File: config.mk
export PLATFORM = sky130hd
export DESIGN_NAME = coa_operand_addressing
export DESIGN_NICKNAME = d
export VERILOG_FILES = /design/src/coa_pkg.sv /design/src/coa_operand_addressing.sv /design/src/coa_addr_gen.sv /design/src/coa_core_regs.sv
export VERILOG_INCLUDE_DIRS = /design/src
export SDC_FILE = /design/constraint.sdc
export NUM_CORES = 1
export LEC_CHECK = 0
export BUFFER_PORTS_ARGS = -buffer_cell sky130_fd_sc_hd__buf_2
export CORE_UTILIZATION = 50
export DETAILED_ROUTE_END_ITERATION = 12
export PLACE_DENSITY_LB_ADDON = 0.08
export SYNTH_ARGS = -nofsm -noshare
export SYNTH_HDL_FRONTEND = slang
export SYNTH_SLANG_ARGS = --single-unit
File: constraint.sdc
create_clock -name clock -period 2.4 [get_ports clock]
set_clock_uncertainty 0.05 [all_clocks]
set_input_delay 0.24 -clock clock [delete_from_list [all_inputs] [get_ports clock]]
set_output_delay 0.24 -clock clock [all_outputs]
set_load 0.02 [all_outputs]
File: src/coa_consts.svh
`ifndef COA_CONSTS_SVH
`define COA_CONSTS_SVH
// Data and address widths of the core
`define COA_BYTE_W 8
`define COA_PC_W 16
`define COA_LEN_W 2
// Reset values of the core registers
`define COA_X_RST 8'h00
`define COA_SP_RST 8'h00
`define COA_PCH_RST 8'h00
`define COA_PCL_RST 8'h00
// Instruction lengths in bytes
`define COA_LEN_NONE 2'h0
`define COA_LEN_TWO 2'h2
`define COA_LEN_THREE 2'h3
// Program counter byte fields
`define COA_PCH_MSB 15
`define COA_PCH_LSB 8
`define COA_PCL_MSB 7
`define COA_PCL_LSB 0
// Stack pointer step
`define COA_SP_STEP 8'h01
`endif

File: src/coa_pkg.sv
package coa_pkg;
	// Addressing modes handled by this block
	typedef enum logic [2:0] {
		COA_SRC_IMM,
		COA_SRC_DIR,
		COA_SRC_IDX,
		COA_DST_DIR,
		COA_DST_IDX,
		COA_DST_DIR_IMM
	} coa_mode_t;
	// Register named by the opcode
	typedef enum logic [1:0] {
		COA_REG_ACC,
		COA_REG_FLAGS,
		COA_REG_SP,
		COA_REG_X
	} coa_reg_t;
	// Where an operand or result lives
	typedef enum logic [1:0] {
		COA_LOC_REG,
		COA_LOC_IMM,
		COA_LOC_MEM,
		COA_LOC_NONE
	} coa_loc_t;
	// Decode request from the opcode stage
	typedef struct packed {
		coa_mode_t mode;
		coa_reg_t reg_sel;
		logic reg_space;
		logic arith;
		logic [7:0] op1;
		logic [7:0] op2;
	} coa_req_t;
	// Decoded operand plan for the execute stage
	typedef struct packed {
		logic [7:0] addr;
		logic reg_space;
		logic mem_rd;
		logic mem_wr;
		coa_loc_t src_loc;
		coa_reg_t src_reg;
		coa_loc_t src2_loc;
		coa_loc_t dst_loc;
		coa_reg_t dst_reg;
		logic [7:0] imm;
		logic [1:0] len;
	} coa_plan_t;
	// Result write-back into a core register
	typedef struct packed {
		logic valid;
		coa_reg_t dst;
		logic [7:0] data;
	} coa_wb_t;
endpackage

File: src/coa_operand_addressing.sv
// What this block does
// RULE_01 - An 8-bit index register supplies the index for every indexed addressing mode.
// RULE_02 - An 8-bit stack pointer always points at the current top of stack in data memory.
// RULE_03 - The program counter is 16 bits and its bits 15:8 sit in their own high-byte register.
// RULE_04 - Bits 7:0 of the program counter sit in their own low-byte register.
// RULE_05 - Source immediate takes operand one as the source, writes A, F, SP or X, two bytes.
// RULE_06 - Source direct reads the source at operand one, writes A or X, which is also source two.
// RULE_07 - Source indexed reads at operand one plus X and writes the A or X named by the opcode.
// RULE_08 - Destination direct writes at operand one from A or X, the location being source two.
// RULE_09 - Destination indexed writes at operand one plus X from A, the location is source two.
// RULE_10 - Direct destination with immediate: write at operand one, source operand two, 3 bytes.
// RULE_11 - Core registers change only through execution and are not in the peripheral space.
// RULE_12 - Indexed addresses are the operand plus X modulo 256 with the carry dropped.
// RULE_13 - Reset clears the index, stack pointer and both program counter bytes.
`timescale 1ns/100ps
`default_nettype none
`include "coa_consts.svh"
module coa_operand_addressing import coa_pkg::*; #(
	parameter int W = `COA_BYTE_W
) (
	input wire logic clock, // Core clock, 100 MHz
	input wire logic rst, // Async reset, active high
	input wire logic req_valid, // Decode request pulse
	input wire coa_req_t req, // Opcode fields and operands
	input wire coa_wb_t wb, // Result write-back to X or SP
	input wire logic sp_push, // Stack push step
	input wire logic sp_pop, // Stack pop step
	input wire logic pc_load, // Jump load
	input wire logic [`COA_PC_W-1:0] pc_target, // Jump target
	output logic plan_valid_r, // Plan ready pulse
	output coa_plan_t plan_r, // Decoded operand plan
	output logic [W-1:0] index_value_r, // Index register
	output logic [W-1:0] stack_top_pointer_r, // Stack pointer
	output logic [W-1:0] program_counter_high_r, // PC high byte
	output logic [W-1:0] program_counter_low_r // PC low byte
);
	coa_plan_t plan_nxt;
	logic indexed;
	logic [W-1:0] eff_addr;
	logic is_src;
	logic pc_step;

	// Decide whether operand one is an index offset
	function automatic logic mode_indexed(input coa_mode_t m);
		mode_indexed = (m == COA_SRC_IDX) || (m == COA_DST_IDX);
	endfunction

	// Length in bytes for each mode
	function automatic logic [`COA_LEN_W-1:0] mode_len(input coa_mode_t m);
		case (m)
			COA_SRC_IMM: mode_len = `COA_LEN_TWO; // RULE_05
			COA_SRC_DIR: mode_len = `COA_LEN_TWO; // RULE_06
			COA_SRC_IDX: mode_len = `COA_LEN_TWO; // RULE_07
			COA_DST_DIR: mode_len = `COA_LEN_TWO; // RULE_08
			COA_DST_IDX: mode_len = `COA_LEN_TWO; // RULE_09
			COA_DST_DIR_IMM: mode_len = `COA_LEN_THREE; // RULE_10
			default: mode_len = `COA_LEN_NONE;
		endcase
	endfunction

	// Indexed modes add X, others pass operand one
	assign indexed = mode_indexed(req.mode); // RULE_07 RULE_09
	assign is_src = (req.mode == COA_SRC_IMM) || (req.mode == COA_SRC_DIR) ||
		(req.mode == COA_SRC_IDX);
	assign pc_step = req_valid;

	coa_addr_gen #(.W(W)) i_coa_addr_gen (
		.op1(req.op1),
		.index(index_value_r),
		.indexed(indexed),
		.addr(eff_addr)
	);

	// Build the operand plan for the current request
	always_comb begin
		plan_nxt = '0;
		plan_nxt.addr = eff_addr;
		plan_nxt.reg_space = req.reg_space;
		plan_nxt.len = mode_len(req.mode);
		plan_nxt.src2_loc = COA_LOC_NONE;
		case (req.mode)
			COA_SRC_IMM: begin
				plan_nxt.src_loc = COA_LOC_IMM; // RULE_05
				plan_nxt.imm = req.op1; // RULE_05
				plan_nxt.dst_loc = COA_LOC_REG; // RULE_05
				plan_nxt.dst_reg = req.reg_sel; // RULE_05
				plan_nxt.src2_loc = req.arith ? COA_LOC_REG : COA_LOC_NONE;
				plan_nxt.src_reg = req.reg_sel;
			end
			COA_SRC_DIR, COA_SRC_IDX: begin
				plan_nxt.mem_rd = 1'b1; // RULE_06 RULE_07
				plan_nxt.src_loc = COA_LOC_MEM; // RULE_06 RULE_07
				plan_nxt.dst_loc = COA_LOC_REG;
				plan_nxt.dst_reg = (req.reg_sel == COA_REG_X) ? COA_REG_X : COA_REG_ACC;
				plan_nxt.src_reg = plan_nxt.dst_reg; // RULE_06
				plan_nxt.src2_loc = req.arith ? COA_LOC_REG : COA_LOC_NONE; // RULE_06
			end
			COA_DST_DIR: begin
				plan_nxt.mem_wr = 1'b1; // RULE_08
				plan_nxt.mem_rd = req.arith; // RULE_08
				plan_nxt.src_loc = COA_LOC_REG; // RULE_08
				plan_nxt.src_reg = (req.reg_sel == COA_REG_X) ? COA_REG_X : COA_REG_ACC;
				plan_nxt.dst_loc = COA_LOC_MEM;
				plan_nxt.src2_loc = req.arith ? COA_LOC_MEM : COA_LOC_NONE; // RULE_08
			end
			COA_DST_IDX: begin
				plan_nxt.mem_wr = 1'b1; // RULE_09
				plan_nxt.mem_rd = req.arith; // RULE_09
				plan_nxt.src_loc = COA_LOC_REG; // RULE_09
				plan_nxt.src_reg = COA_REG_ACC; // RULE_09
				plan_nxt.dst_loc = COA_LOC_MEM;
				plan_nxt.src2_loc = req.arith ? COA_LOC_MEM : COA_LOC_NONE; // RULE_09
			end
			COA_DST_DIR_IMM: begin
				plan_nxt.mem_wr = 1'b1; // RULE_10
				plan_nxt.mem_rd = req.arith; // RULE_10
				plan_nxt.src_loc = COA_LOC_IMM; // RULE_10
				plan_nxt.imm = req.op2; // RULE_10
				plan_nxt.dst_loc = COA_LOC_MEM;
				plan_nxt.src2_loc = req.arith ? COA_LOC_MEM : COA_LOC_NONE; // RULE_10
			end
			default: begin
				plan_nxt.src_loc = COA_LOC_NONE;
				plan_nxt.dst_loc = COA_LOC_NONE;
			end
		endcase
	end

	// Plan register, held until the next request
	always_ff @(posedge clock or posedge rst) begin
		if (rst) begin
			plan_valid_r <= 1'b0;
			plan_r <= '0;
		end else begin
			plan_valid_r <= req_valid;
			if (req_valid) begin
				plan_r <= plan_nxt;
			end
		end
	end

	// Core registers; PC advanced by each decoded instruction, X and SP by write-back and stack steps
	coa_core_regs #(.W(W)) i_coa_core_regs (
		.clock(clock),
		.rst(rst),
		.wb(wb),
		.sp_push(sp_push),
		.sp_pop(sp_pop),
		.pc_step(pc_step),
		.pc_len(plan_nxt.len),
		.pc_load(pc_load),
		.pc_target(pc_target),
		.index_value_r(index_value_r),
		.stack_top_pointer_r(stack_top_pointer_r),
		.program_counter_high_r(program_counter_high_r),
		.program_counter_low_r(program_counter_low_r)
	);

	// Helper view of the full program counter
	logic [`COA_PC_W-1:0] pc_view;
	assign pc_view = {program_counter_high_r, program_counter_low_r};

	property p_idx_addr;
		@(posedge clock) disable iff (rst)
		req_valid && mode_indexed(req.mode) |=>
			plan_r.addr == W'($past(req.op1) + $past(index_value_r));
	endproperty
	a_idx_addr: assert property (p_idx_addr) else $error("indexed address wrong"); // RULE_12

	property p_dir_addr;
		@(posedge clock) disable iff (rst)
		req_valid && (req.mode == COA_SRC_DIR || req.mode == COA_DST_DIR ||
			req.mode == COA_DST_DIR_IMM) |=> plan_r.addr == $past(req.op1);
	endproperty
	a_dir_addr: assert property (p_dir_addr) else $error("direct address wrong"); // RULE_06

	property p_imm_src;
		@(posedge clock) disable iff (rst)
		req_valid && req.mode == COA_SRC_IMM |=> plan_r.src_loc == COA_LOC_IMM &&
			plan_r.imm == $past(req.op1) && plan_r.dst_reg == $past(req.reg_sel) &&
			plan_r.len == `COA_LEN_TWO && !plan_r.mem_rd && !plan_r.mem_wr;
	endproperty
	a_imm_src: assert property (p_imm_src) else $error("source immediate plan wrong"); // RULE_05

	property p_src_mem;
		@(posedge clock) disable iff (rst)
		req_valid && (req.mode == COA_SRC_DIR || req.mode == COA_SRC_IDX) |=>
			plan_r.mem_rd && !plan_r.mem_wr && plan_r.dst_loc == COA_LOC_REG &&
			plan_r.dst_reg != COA_REG_SP && plan_r.dst_reg != COA_REG_FLAGS;
	endproperty
	a_src_mem: assert property (p_src_mem) else $error("source memory plan wrong"); // RULE_07

	property p_dst_idx;
		@(posedge clock) disable iff (rst)
		req_valid && req.mode == COA_DST_IDX |=> plan_r.mem_wr &&
			plan_r.src_reg == COA_REG_ACC && plan_r.len == `COA_LEN_TWO &&
			(plan_r.src2_loc == COA_LOC_MEM) == $past(req.arith);
	endproperty
	a_dst_idx: assert property (p_dst_idx) else $error("destination indexed plan wrong"); // RULE_09

	property p_dst_dir;
		@(posedge clock) disable iff (rst)
		req_valid && req.mode == COA_DST_DIR |=> plan_r.mem_wr &&
			plan_r.mem_rd == $past(req.arith) && plan_r.src_loc == COA_LOC_REG;
	endproperty
	a_dst_dir: assert property (p_dst_dir) else $error("destination direct plan wrong"); // RULE_08

	property p_three_byte;
		@(posedge clock) disable iff (rst)
		req_valid && req.mode == COA_DST_DIR_IMM && !pc_load |=>
			plan_r.len == `COA_LEN_THREE && plan_r.imm == $past(req.op2) &&
			pc_view == $past(pc_view) + 16'h0003;
	endproperty
	a_three_byte: assert property (p_three_byte) else $error("three byte step wrong"); // RULE_10

	property p_pc_split;
		@(posedge clock) disable iff (rst)
		pc_load |=> program_counter_high_r == $past(pc_target[15:8]) &&
			program_counter_low_r == $past(pc_target[7:0]);
	endproperty
	a_pc_split: assert property (p_pc_split) else $error("pc bytes do not match load"); // RULE_03

	property p_pc_hold;
		@(posedge clock) disable iff (rst)
		!req_valid && !pc_load |=> $stable(pc_view);
	endproperty
	a_pc_hold: assert property (p_pc_hold) else $error("pc moved without cause"); // RULE_04

	property p_x_only_wb;
		@(posedge clock) disable iff (rst)
		!(wb.valid && wb.dst == COA_REG_X) |=> $stable(index_value_r);
	endproperty
	a_x_only_wb: assert property (p_x_only_wb) else $error("index changed without write"); // RULE_11

	property p_sp_push;
		@(posedge clock) disable iff (rst)
		sp_push && !sp_pop && !(wb.valid && wb.dst == COA_REG_SP) |=>
			stack_top_pointer_r == W'($past(stack_top_pointer_r) + 8'h01);
	endproperty
	a_sp_push: assert property (p_sp_push) else $error("stack push step wrong"); // RULE_02

	property p_x_write;
		@(posedge clock) disable iff (rst)
		wb.valid && wb.dst == COA_REG_X |=> index_value_r == $past(wb.data);
	endproperty
	a_x_write: assert property (p_x_write) else $error("index write lost"); // RULE_01

	property p_reset_clear;
		@(posedge clock) $fell(rst) |-> index_value_r == 8'h00 &&
			stack_top_pointer_r == 8'h00 && pc_view == 16'h0000;
	endproperty
	a_reset_clear: assert property (p_reset_clear) else $error("reset did not clear"); // RULE_13

	property p_sp_pop;
		@(posedge clock) disable iff (rst)
		sp_pop && !sp_push && !(wb.valid && wb.dst == COA_REG_SP) |=>
			stack_top_pointer_r == W'($past(stack_top_pointer_r) - 8'h01);
	endproperty
	a_sp_pop: assert property (p_sp_pop) else $error("stack pop step wrong"); // RULE_02

	property p_sp_write;
		@(posedge clock) disable iff (rst)
		wb.valid && wb.dst == COA_REG_SP |=> stack_top_pointer_r == $past(wb.data);
	endproperty
	a_sp_write: assert property (p_sp_write) else $error("stack write lost"); // RULE_02

	property p_src_reg_dst;
		@(posedge clock) disable iff (rst)
		req_valid && is_src |=> !plan_r.mem_wr && plan_r.dst_loc == COA_LOC_REG &&
			plan_r.len == `COA_LEN_TWO;
	endproperty
	a_src_reg_dst: assert property (p_src_reg_dst) else $error("source mode plan wrong"); // RULE_06

	property p_pc_two;
		@(posedge clock) disable iff (rst)
		req_valid && !pc_load && (is_src || req.mode == COA_DST_DIR ||
			req.mode == COA_DST_IDX) |=> pc_view == $past(pc_view) + 16'h0002;
	endproperty
	a_pc_two: assert property (p_pc_two) else $error("two byte step wrong"); // RULE_04

	property p_src_second;
		@(posedge clock) disable iff (rst)
		req_valid && is_src && req.arith |=> plan_r.src2_loc == COA_LOC_REG &&
			plan_r.src_reg == plan_r.dst_reg;
	endproperty
	a_src_second: assert property (p_src_second) else $error("source second wrong"); // RULE_06

	property p_dst_second;
		@(posedge clock) disable iff (rst)
		req_valid && (req.mode == COA_DST_DIR || req.mode == COA_DST_IDX ||
			req.mode == COA_DST_DIR_IMM) |=> plan_r.dst_loc == COA_LOC_MEM &&
			(plan_r.src2_loc == COA_LOC_MEM) == $past(req.arith) &&
			plan_r.reg_space == $past(req.reg_space);
	endproperty
	a_dst_second: assert property (p_dst_second) else $error("destination second wrong"); // RULE_10

	property p_plan_hold;
		@(posedge clock) disable iff (rst)
		!req_valid |=> !plan_valid_r && $stable(plan_r);
	endproperty
	a_plan_hold: assert property (p_plan_hold) else $error("plan moved without request"); // RULE_11
endmodule
`default_nettype wire

File: src/coa_addr_gen.sv
`timescale 1ns/100ps
`default_nettype none
`include "coa_consts.svh"
module coa_addr_gen import coa_pkg::*; #(
	parameter int W = `COA_BYTE_W
) (
	input wire logic [W-1:0] op1, // Operand byte
	input wire logic [W-1:0] index, // Index register value
	input wire logic indexed, // Add the index
	output logic [W-1:0] addr // Operand address
);
	logic [W:0] sum_full;
	// Sum wraps at the byte width, carry dropped
	assign sum_full = {1'b0, op1} + {1'b0, index}; // RULE_12
	assign addr = indexed ? sum_full[W-1:0] : op1; // RULE_12
endmodule
`default_nettype wire

File: src/coa_core_regs.sv
`timescale 1ns/100ps
`default_nettype none
`include "coa_consts.svh"
module coa_core_regs import coa_pkg::*; #(
	parameter int W = `COA_BYTE_W
) (
	input wire logic clock, // Core clock
	input wire logic rst, // Async reset, active high
	input wire coa_wb_t wb, // Result write-back
	input wire logic sp_push, // Stack grows by one
	input wire logic sp_pop, // Stack shrinks by one
	input wire logic pc_step, // Advance past an instruction
	input wire logic [`COA_LEN_W-1:0] pc_len, // Length to advance
	input wire logic pc_load, // Jump load
	input wire logic [`COA_PC_W-1:0] pc_target, // Jump target
	output logic [W-1:0] index_value_r, // Index register
	output logic [W-1:0] stack_top_pointer_r, // Stack pointer
	output logic [W-1:0] program_counter_high_r, // PC bits 15:8
	output logic [W-1:0] program_counter_low_r // PC bits 7:0
);
	logic [W-1:0] index_value_nxt;
	logic [W-1:0] stack_top_pointer_nxt;
	logic [`COA_PC_W-1:0] pc_cur;
	logic [`COA_PC_W-1:0] pc_nxt;
	logic wb_x;
	logic wb_sp;
	// Only executed instructions reach these registers
	assign wb_x = wb.valid && (wb.dst == COA_REG_X); // RULE_11
	assign wb_sp = wb.valid && (wb.dst == COA_REG_SP); // RULE_11
	assign index_value_nxt = wb_x ? wb.data : index_value_r; // RULE_01
	// Write-back wins over a stack step in the same cycle
	assign stack_top_pointer_nxt = wb_sp ? wb.data :
		sp_push ? stack_top_pointer_r + `COA_SP_STEP :
		sp_pop ? stack_top_pointer_r - `COA_SP_STEP : stack_top_pointer_r; // RULE_02
	assign pc_cur = {program_counter_high_r, program_counter_low_r};
	// Jump beats sequential advance
	assign pc_nxt = pc_load ? pc_target :
		pc_step ? pc_cur + {{(`COA_PC_W-`COA_LEN_W){1'b0}}, pc_len} : pc_cur;
	// Core register flops
	always_ff @(posedge clock or posedge rst) begin
		if (rst) begin
			index_value_r <= `COA_X_RST; // RULE_13
			stack_top_pointer_r <= `COA_SP_RST; // RULE_13
			program_counter_high_r <= `COA_PCH_RST; // RULE_13
			program_counter_low_r <= `COA_PCL_RST; // RULE_13
		end else begin
			index_value_r <= index_value_nxt; // RULE_01
			stack_top_pointer_r <= stack_top_pointer_nxt; // RULE_02
			program_counter_high_r <= pc_nxt[`COA_PCH_MSB:`COA_PCH_LSB]; // RULE_03
			program_counter_low_r <= pc_nxt[`COA_PCL_MSB:`COA_PCL_LSB]; // RULE_04
		end
	end
endmodule
`default_nettype wire

==> impl_metrics.json, run 1 <==
{
  "design.die.area_um2": 7304,
  "stdcell_count": 573,
  "crit_fanout": 3,
  "clock_tree.buffer_depth": 2,
  "syn_to_final_growth_pct": 26.51,
  "max-cap-violations": 0,
  "crit_path_end_kind": "register",
  "setup_viol": 0,
  "grt_max_degree": 39,
  "grt_antenna_before_repair": 0,
  "io_buffer_count": 119,
  "syn_area_um2": 3483,
  "finalCritPeriodShare_pct": 86.64,
  "worst_ep_arrival_time_ns": 2.30,
  "die_h_um": 85.47,
  "core_um2": 6756,
  "power_leakage_nw": 2.129,
  "drc_errors": 0,
  "io-pin-count": 120,
  "yosysWarnings": 0,
  "outcome": "complete, no violations",
  "syn_nets": 440,
  "rows": 30,
  "top_usage_layer": "met2",
  "grt_pass1_vias": 3017,
  "grt.met1_usage_pct": 31.30,
  "post_cts_resized": 0,
  "dieWidth_um": 85.47,
  "h-tree-depth": 3,
  "grt_usage_pct": 23.83,
  "fin_area_um2": 4407,
  "grt-ovfl-total": 0,
  "cp-start-kind": "register",
  "yosysSeqAreaShare_pct": 45.98,
  "setup_tns_ns": 0,
  "fmax_ghz": 0.4809,
  "numCtsBuffers": 9,
  "synth.distinct_cells": 44,
  "synth-edff-count": 0,
  "clockRootBuffer": "clkbuf_8",
  "min_path_type": "input pin to register",
  "post_cts_buffers": 0,
  "final_cell_mix": "119 x buf_2, 64 x dfrtp_1, 44 x nor2_1",
  "place_hpwl_um": 6171,
  "ant_nets": 0,
  "start_util_pct": 51.56,
  "hold_violations": 0,
  "async_flop_share_pct": 100.0,
  "clkLatencyLatePin_ns": 0.34,
  "tightestPinTransition_ns": 0.6282,
  "cts.sinks": 64,
  "syn_avg_cell_area_um2": 9.517,
  "final_common_cell": "buf_2",
  "drive_gt1_share_pct": 32.05,
  "fin_crit_ns": 2.079,
  "required_ns": 2.62,
  "viasPerCell": 5.433,
  "cts_tree": "built",
  "ir_drop_mv": 0.5684,
  "criticalPathCategory": "register to register",
  "ys.flop_type": "dfrtp_1",
  "p_per_area_nw_per_um2": 840.9,
  "wl_per_cell_um": 14.46,
  "via_count": 3113,
  "met3_usage_pct": 5.350,
  "place_inst": 556,
  "place_area_um2": 4179,
  "place.gp.congestion": 0.8782,
  "final_nets": 562,
  "drtIter0Drc": 111,
  "maxSlewViolCount": 0,
  "met2_usage_pct": 39.20,
  "drt_pass1_iterations": 4,
  "ctsHoldBuffers": 1,
  "relSlewSlack_pct": 57.89,
  "rsz0062_at_grt": "false",
  "diodes": 0,
  "ys_seq_elements": 64,
  "path_clk_slew_ns": 0.06,
  "nFillCells": 602,
  "synthCells": 366,
  "wl_um": 8285,
  "grt_pass1_wl_um": 13650
}
## registers in the layout, summed over array words and instances, names as in the netlist
name and count:
plan_r 31, i_coa_core_regs.index_value_r 8, i_coa_core_regs.program_counter_high_r 8, i_coa_core_regs.program_counter_low_r 8
i_coa_core_regs.stack_top_pointer_r 8, plan_valid_r 1
## final timing paths
check	slack [ns]	from	depth (start not counted)	endpoint
min	0.06	pc_target[15]	3	i_coa_core_regs.program_counter_high_r[7]
max reg2reg	0.32	i_coa_core_regs.index_value_r[0]	8	plan_r[29]
min reg2reg	0.44	plan_r[11]	1	plan_r[11]
min in group asynchronous	0.46	rst	3	i_coa_core_regs.stack_top_pointer_r[6]
max in group asynchronous	1.22	rst	4	plan_r[5]
max	0.32	i_coa_core_regs.index_value_r[0]	8	plan_r[29]
## cell type report
class | instances | area (um^2) | share of cell area [%]
Multi-Input combinational cell | 274 | 1772 | 40.20
Sequential cell | 64 | 1602 | 36.34
Timing Repair Buffer | 127 | 670.6 | 15.22
Clock buffer | 14 | 182.7 | 4.145
Tap cell | 80 | 100.1 | 2.271
Inverter | 12 | 45.04 | 1.022
Clock inverter | 2 | 35.03 | 0.7950
## logic make-up (layout without fill, tap and decap cells)
kind of cell | count (synthesis) | after routing | synth area share [%]
simple gates | 122 | 122 | 16.31
compound gates | 91 | 91 | 15.59
flops | 64 | 64 | 45.98
buf+inv | 28 | 155 | 3.161
xor+xnor | 25 | 25 | 6.286
fa+ha+maj | 19 | 19 | 7.400
mux | 17 | 17 | 5.280
## per-stage QoR
step	hold slack, ns	total power, mW	setup slack, ns	util [%]
finish	0.05740	3.706	0.3208	65.22
global route	0.06162	3.947	0.1983	65.22
CTS	0.04486	3.732	0.3184	65.22
detailed placement	0.2942	2.731	0.2622	61.85
global placement	0.2920	2.685	0.3464	61.85
floorplan	0.2214	2.320	0.2233	-
## layer usage
layer / vias to the layer above / share of wire [%]
li1: 1530 / -
met1: 1484 / 46
met2: 93 / 47
met3: 6 / 5.4
met4: 0 / 0.81
met5: - / 0
## cell usage after synthesis, types with 2 or more instances
cell	number	area [um^2]
a211oi_1	2	15.01
a21oi_1	31	155.2
a221oi_1	8	70.07
a31oi_1	5	31.28
and3_1	7	43.79
buf_2	4	20.02
clkbuf_1	11	41.29
dfrtp_1	64	1602
fa_1	3	60.06
ha_1	15	187.7
inv_1	12	45.04
mux2_2	11	123.9
mux2i_1	6	60.06
nand2_1	37	138.9
nand3_1	9	45.04
nand4_1	5	31.28
nor2_1	44	165.2
nor2b_1	3	18.77
nor3_1	6	30.03
o211ai_1	2	15.01
o21a_1	4	30.03
o21ai_0	29	145.1
o2bb2ai_1	2	17.52
o31ai_1	2	15.01
or4_1	2	15.01
xnor2_1	10	87.58
xor2_1	15	131.4
## worst max-delay path: stages (launching register included)
cell and delay [ns]:
dfrtp_1 0.39, ha_1 0.20, inv_1 0.07, fa_1 0.22, nor2b_4 0.06, o31a_1 0.25, o21a_1 0.20, or4_1 0.48
nand3_1 0.10
## report_power, final
group | internal, mW | switching [mW]
logic | 0.543 | 0.755
clock network | 0.592 | 0.401
registers | 1.26 | 0.158
total | 2.39 | 1.31
(Power assumes the default switching activity.)
==> inputs of run 2 (changes only) <==
PLACE_DENSITY = 0.81   (was not set)
PLACE_DENSITY_LB_ADDON = not set   (was 0.08)
==> run 2 against run 1 <==
Effect of this change:
- clock-buffer cell count is the same
- power shrank 3.3%
- maximum frequency shrank 0.33%
- cell area shrank 0.91%
- clock power shrank 13%
- register-to-register slack is essentially flat
- via count grew 1.1%
- setup slack lost 0.0069 ns
- critical path type unchanged
- highest routed layer unchanged
==> impl_metrics.json, run 2 (synthesis results as in run 1) <==
{
  "place_area_um2": 4172,
  "design.die.area_um2": 7304,
  "io-pin-count": 120,
  "place.gp.congestion": 0.8777,
  "dp_slack_ns": 0.03995,
  "clkLatencyLatePin_ns": 0.34,
  "start_util_pct": 51.56,
  "crit_fanout": 3,
  "cts.sinks": 64,
  "max-cap-violations": 0,
  "die_h_um": 85.47,
  "grt_pass1_wl_um": 13770,
  "maxSlewViolCount": 0,
  "largest_reg_flops": 31,
  "grt_max_degree": 35,
  "final_nets": 561,
  "path_clk_slew_ns": 0.08,
  "drt_pass1_iterations": 4,
  "p_switching_mw": 1.327,
  "ir_drop_mv": 0.4505,
  "p_int_mw": 2.258,
  "fmax_ghz": 0.4794,
  "syn_to_final_growth_pct": 25.36,
  "cts_tree": "built",
  "dieWidth_um": 85.47,
  "criticalPathCategory": "register to register",
  "min_path_type": "input pin to register",
  "clockRootBuffer": "clkbuf_8",
  "grt_antenna_before_repair": 0,
  "post_cts_resized": 0,
  "clock_tree.buffer_depth": 2,
  "grt-ovfl-total": 0,
  "relSlewSlack_pct": 50.15,
  "via_count": 3148,
  "drc_errors": 0,
  "fin_area_um2": 4367,
  "worst_ep_arrival_time_ns": 2.31,
  "place_hpwl_um": 6166,
  "wl_per_cell_um": 14.75,
  "setup_viol": 0,
  "crit_path_end_kind": "register",
  "grt_usage_pct": 23.86,
  "drive_gt1_share_pct": 31.71,
  "viasPerCell": 5.503,
  "core_um2": 6756,
  "outcome": "complete, no violations",
  "combPwrFrac_pct": 36.5,
  "holdWs_ns": 0.05059,
  "wl_um": 8436,
  "hold_violations": 0,
  "fin_ws_ns": 0.3138,
  "fin_crit_ns": 2.086,
  "diodes": 0,
  "stdcell_count": 572,
  "power_leakage_nw": 2.104,
  "p_per_area_nw_per_um2": 820.9,
  "finalCritPeriodShare_pct": 86.92,
  "cp-start-kind": "register",
  "place_inst": 555,
  "grt_pass1_vias": 2987,
  "ant_nets": 0,
  "regMostFlops": "plan_r",
  "post_cts_buffers": 0,
  "drtIter0Drc": 116,
  "setup_tns_ns": 0,
  "power_frac_seq_pct": 39.4,
  "r2r_slack_ns": 0.31,
  "final_cell_mix": "119 x buf_2, 64 x dfrtp_1, 44 x nor2_1",
  "required_ns": 2.62,
  "rsz0062_at_grt": "false",
  "io_buffer_count": 119,
  "pwr-share-clk_pct": 24.1,
  "tightestPinTransition_ns": 0.7450,
  "h-tree-depth": 3,
  "swShare_pct": 37.01,
  "rows": 30,
  "numCtsBuffers": 9,
  "final_common_cell": "buf_2"
}
[run 2: path summary, 6_finish.rpt]
| check | depth (start not counted) | startpoint | to |
|---|---|---|---|
| max | 8 | i_coa_core_regs.index_value_r[0] | plan_r[29] |
| min | 3 | pc_target[15] | i_coa_core_regs.program_counter_high_r[7] |
| max in group asynchronous | 4 | rst | plan_r[7] |
| min reg2reg | 1 | plan_r[11] | plan_r[11] |
| min in group asynchronous | 3 | rst | i_coa_core_regs.program_counter_low_r[7] |
| max reg2reg | 8 | i_coa_core_regs.index_value_r[0] | plan_r[29] |
[run 2: per-stage QoR]
| stage | utilization (%) | power [mW] |
|---|---|---|
| floorplan | - | 2.320 |
| global placement | 61.74 | 2.676 |
| detailed placement | 61.74 | 2.732 |
| CTS | 64.63 | 3.603 |
| global route | 64.63 | 3.804 |
| finish | 64.63 | 3.585 |
[run 2: what timing repair did]
action | 4_1_cts | 5_1_grt
hold endpoints to repair | 30 | 0
hold buffers | 1 | 0
endpoints found under the setup margin | 0 | 0
[run 2: power groups by stage]
stage	clock [mW]	combinational [mW]	sequential [mW]
floorplan	0	0.696	1.62
global placement	0	1.25	1.42
detailed placement	0	1.30	1.43
CTS	0.882	1.31	1.41
global route	0.924	1.45	1.43
finish	0.864	1.31	1.41
[run 2: layer usage]
metal	global-route usage, %	routed length, um	vias up
met5	0	0	-
met4	8.030	71	0
met3	4.864	398	5
met2	38.69	3963	88
met1	32.05	4003	1525
li1	-	-	1530
[run 2: final cells by class]
cell class	count	area (um^2)
clock buffer	14	172.7
clock inverter	2	12.51
fill	566	2390
inverter	12	45.04
multi-input combinational	274	1772
sequential	64	1602
tap	80	100.1
timing repair buffer	126	663.1
[run 2: worst max-delay path, cell delays in order, from the launching register on]
cell and delay [ns]:
dfrtp_1 0.39, ha_1 0.20, inv_1 0.07, fa_1 0.22, nor2b_4 0.06, o31a_1 0.26
o21a_1 0.19, or4_1 0.47, nand3_1 0.09
==> inputs of run 3 (changes only) <==
GPL_TIMING_DRIVEN = 0   (was not set)
==> run 3 against run 2 <==
Effect of this change:
- non-clock buffer count grew 10
- wire length shrank 0.21%
- setup slack better by 0.014 ns
- clock power is 19% higher
- power grew 4.3%
- critical path type unchanged
- largest cell class unchanged
==> impl_metrics.json, run 3 (synthesis results as in run 1) <==
{
  "place_hpwl_um": 6371,
  "final_common_cell": "buf_2",
  "rsz0062_at_grt": "false",
  "cp-start-kind": "register",
  "wl_per_cell_um": 14.46,
  "start_util_pct": 51.56,
  "final_nets": 571,
  "max-cap-violations": 0,
  "criticalPathCategory": "register to register",
  "critical_path.reg2reg.endpoint": "plan_r[29]",
  "drtIter0Drc": 108,
  "syn_to_final_growth_pct": 27.33,
  "r2r-start": "i_coa_core_regs.index_value_r[0]",
  "drive_gt1_share_pct": 31.27,
  "p_per_area_nw_per_um2": 842.6,
  "hold_path_end": "i_coa_core_regs.program_counter_high_r[6]",
  "core_um2": 6756,
  "min_path_type": "input pin to register",
  "place.gp.congestion": 0.8872,
  "maxSlewViolCount": 0,
  "via_count": 3138,
  "wl_um": 8418,
  "place_area_um2": 4194,
  "hp-start": "pc_target[14]",
  "grt_antenna_before_repair": 0,
  "crit_path_end_kind": "register",
  "required_ns": 2.63,
  "diodes": 0,
  "finalCritPeriodShare_pct": 86.33,
  "fin_area_um2": 4436,
  "multi_input_area_um2": 1777,
  "path_clk_slew_ns": 0.08,
  "r2r_cells": 8,
  "fmax_ghz": 0.4826,
  "largest_reg_flops": 31,
  "clkLatencyLatePin_ns": 0.34,
  "h-tree-depth": 3,
  "setup_viol": 0,
  "grt_pass1_wl_um": 14050,
  "final_util_pct": 65.65,
  "drt_pass1_iterations": 5,
  "clockRootBuffer": "clkbuf_8",
  "die_h_um": 85.47,
  "numCtsBuffers": 9,
  "cts_tree": "built",
  "tightestPinTransition_ns": 0.7136,
  "holdPathStages": 3,
  "hold_violations": 0,
  "grt-ovfl-total": 0,
  "grt_pass1_vias": 3067,
  "r2r_slack_ns": 0.33,
  "viasPerCell": 5.392,
  "grt_max_degree": 38,
  "worst_ep_arrival_time_ns": 2.30,
  "dieWidth_um": 85.47,
  "clock_tree.buffer_depth": 2,
  "fin_crit_ns": 2.072,
  "seqCellArea_um2": 1602,
  "power_leakage_nw": 2.118,
  "io-pin-count": 120,
  "stdcell_count": 582,
  "place_inst": 565,
  "drc_errors": 0,
  "io_buffer_count": 118,
  "final_cell_mix": "122 x buf_2, 64 x dfrtp_1, 44 x nor2_1",
  "nFillCells": 600,
  "design.die.area_um2": 7304,
  "rows": 30,
  "regMostFlops": "plan_r",
  "grt_usage_pct": 24.31,
  "setup_tns_ns": 0,
  "outcome": "complete, no violations",
  "ir_drop_mv": 0.5847,
  "relSlewSlack_pct": 52.25,
  "cts.sinks": 64,
  "ant_nets": 0,
  "crit_fanout": 3
}
run 3: cell types whose count changed in the layout (fill, tap and decap cells not counted), moves of 2 or more:
| cell | previous run | this run |
|---|---|---|
| clkinvlp_4 | 1 | 3 |
| clkbuf_8 | 12 | 9 |
| buf_4 | 5 | 0 |
| bufinv_16 | 0 | 2 |
| clkbuf_1 | 2 | 10 |
| buf_2 | 119 | 122 |
run 3: timing repair:
action / 4_1_cts / 5_1_grt
hold buffers: 2 / 0
endpoints found under the setup margin: 1 / 3
setup buffers: 0 / 0
endpoints found under the hold margin: 28 / 0
pin swaps: 0 / 0
resized for setup: 1 / 0
run 3: worst max-delay path by stage:
| stage | startpoint | to | slack [ns] |
|---|---|---|---|
| after detailed placement | req[22] | i_coa_core_regs.program_counter_high_r[6] | -0.34 |
| after floorplan | req[22] | i_coa_core_regs.program_counter_high_r[4] | 0.22 |
| after global placement | rst | plan_r[9] | -0.36 |
| final | i_coa_core_regs.index_value_r[0] | plan_r[29] | 0.33 |
| after global routing | req[21] | i_coa_core_regs.program_counter_high_r[7] | 0.15 |
| after CTS | req[22] | i_coa_core_regs.program_counter_high_r[6] | 0.16 |
run 3: power breakdown:
part / internal [mW] / switching (mW)
clock: 0.584 / 0.448
combinational: 0.542 / 0.757
sequential: 1.26 / 0.150
total: 2.38 / 1.36
run 3: per-layer routing:
metal  vias to the layer above  GRT usage (%)  part of all wire, %
li1                       1561              -                    -
met1                      1472          32.91                   48
met2                        98          39.56                   46
met3                         7          5.058                  5.1
met4                         0          7.121                  1.0
met5                         -              0                    0
run 3: metrics by stage:
step / setup slack (ns) / hold slack (ns) / power [mW]
6_report: 0.3280 / 0.05088 / 3.737
5_1_grt: 0.1522 / 0.04910 / 3.975
4_1_cts: 0.1605 / 0.05201 / 3.755
3_5_place_dp: -0.3400 / 0.3173 / 2.722
3_3_place_gp: -0.3564 / 0.3131 / 2.675
2_1_floorplan: 0.2233 / 0.2214 / 2.320
run 3: area by class of cell:
type                       count  share of cell area [%]
inverter                      12                   1.016
timing repair buffer         121                   14.22
sequential                    64                   36.11
clock buffer                   9                   2.793
tap                           80                   2.257
clock inverter                 7                   2.172
buffer                        15                   1.382
multi-input combinational    274                   40.06
run 3: critical path, cell delays in order (launching register included):
cell and delay, ns:
dfrtp_1 0.40, ha_1 0.20, inv_1 0.07, fa_1 0.23, nor2b_4 0.06, o31a_1 0.26
o21a_1 0.18, or4_1 0.46, nand3_1 0.10
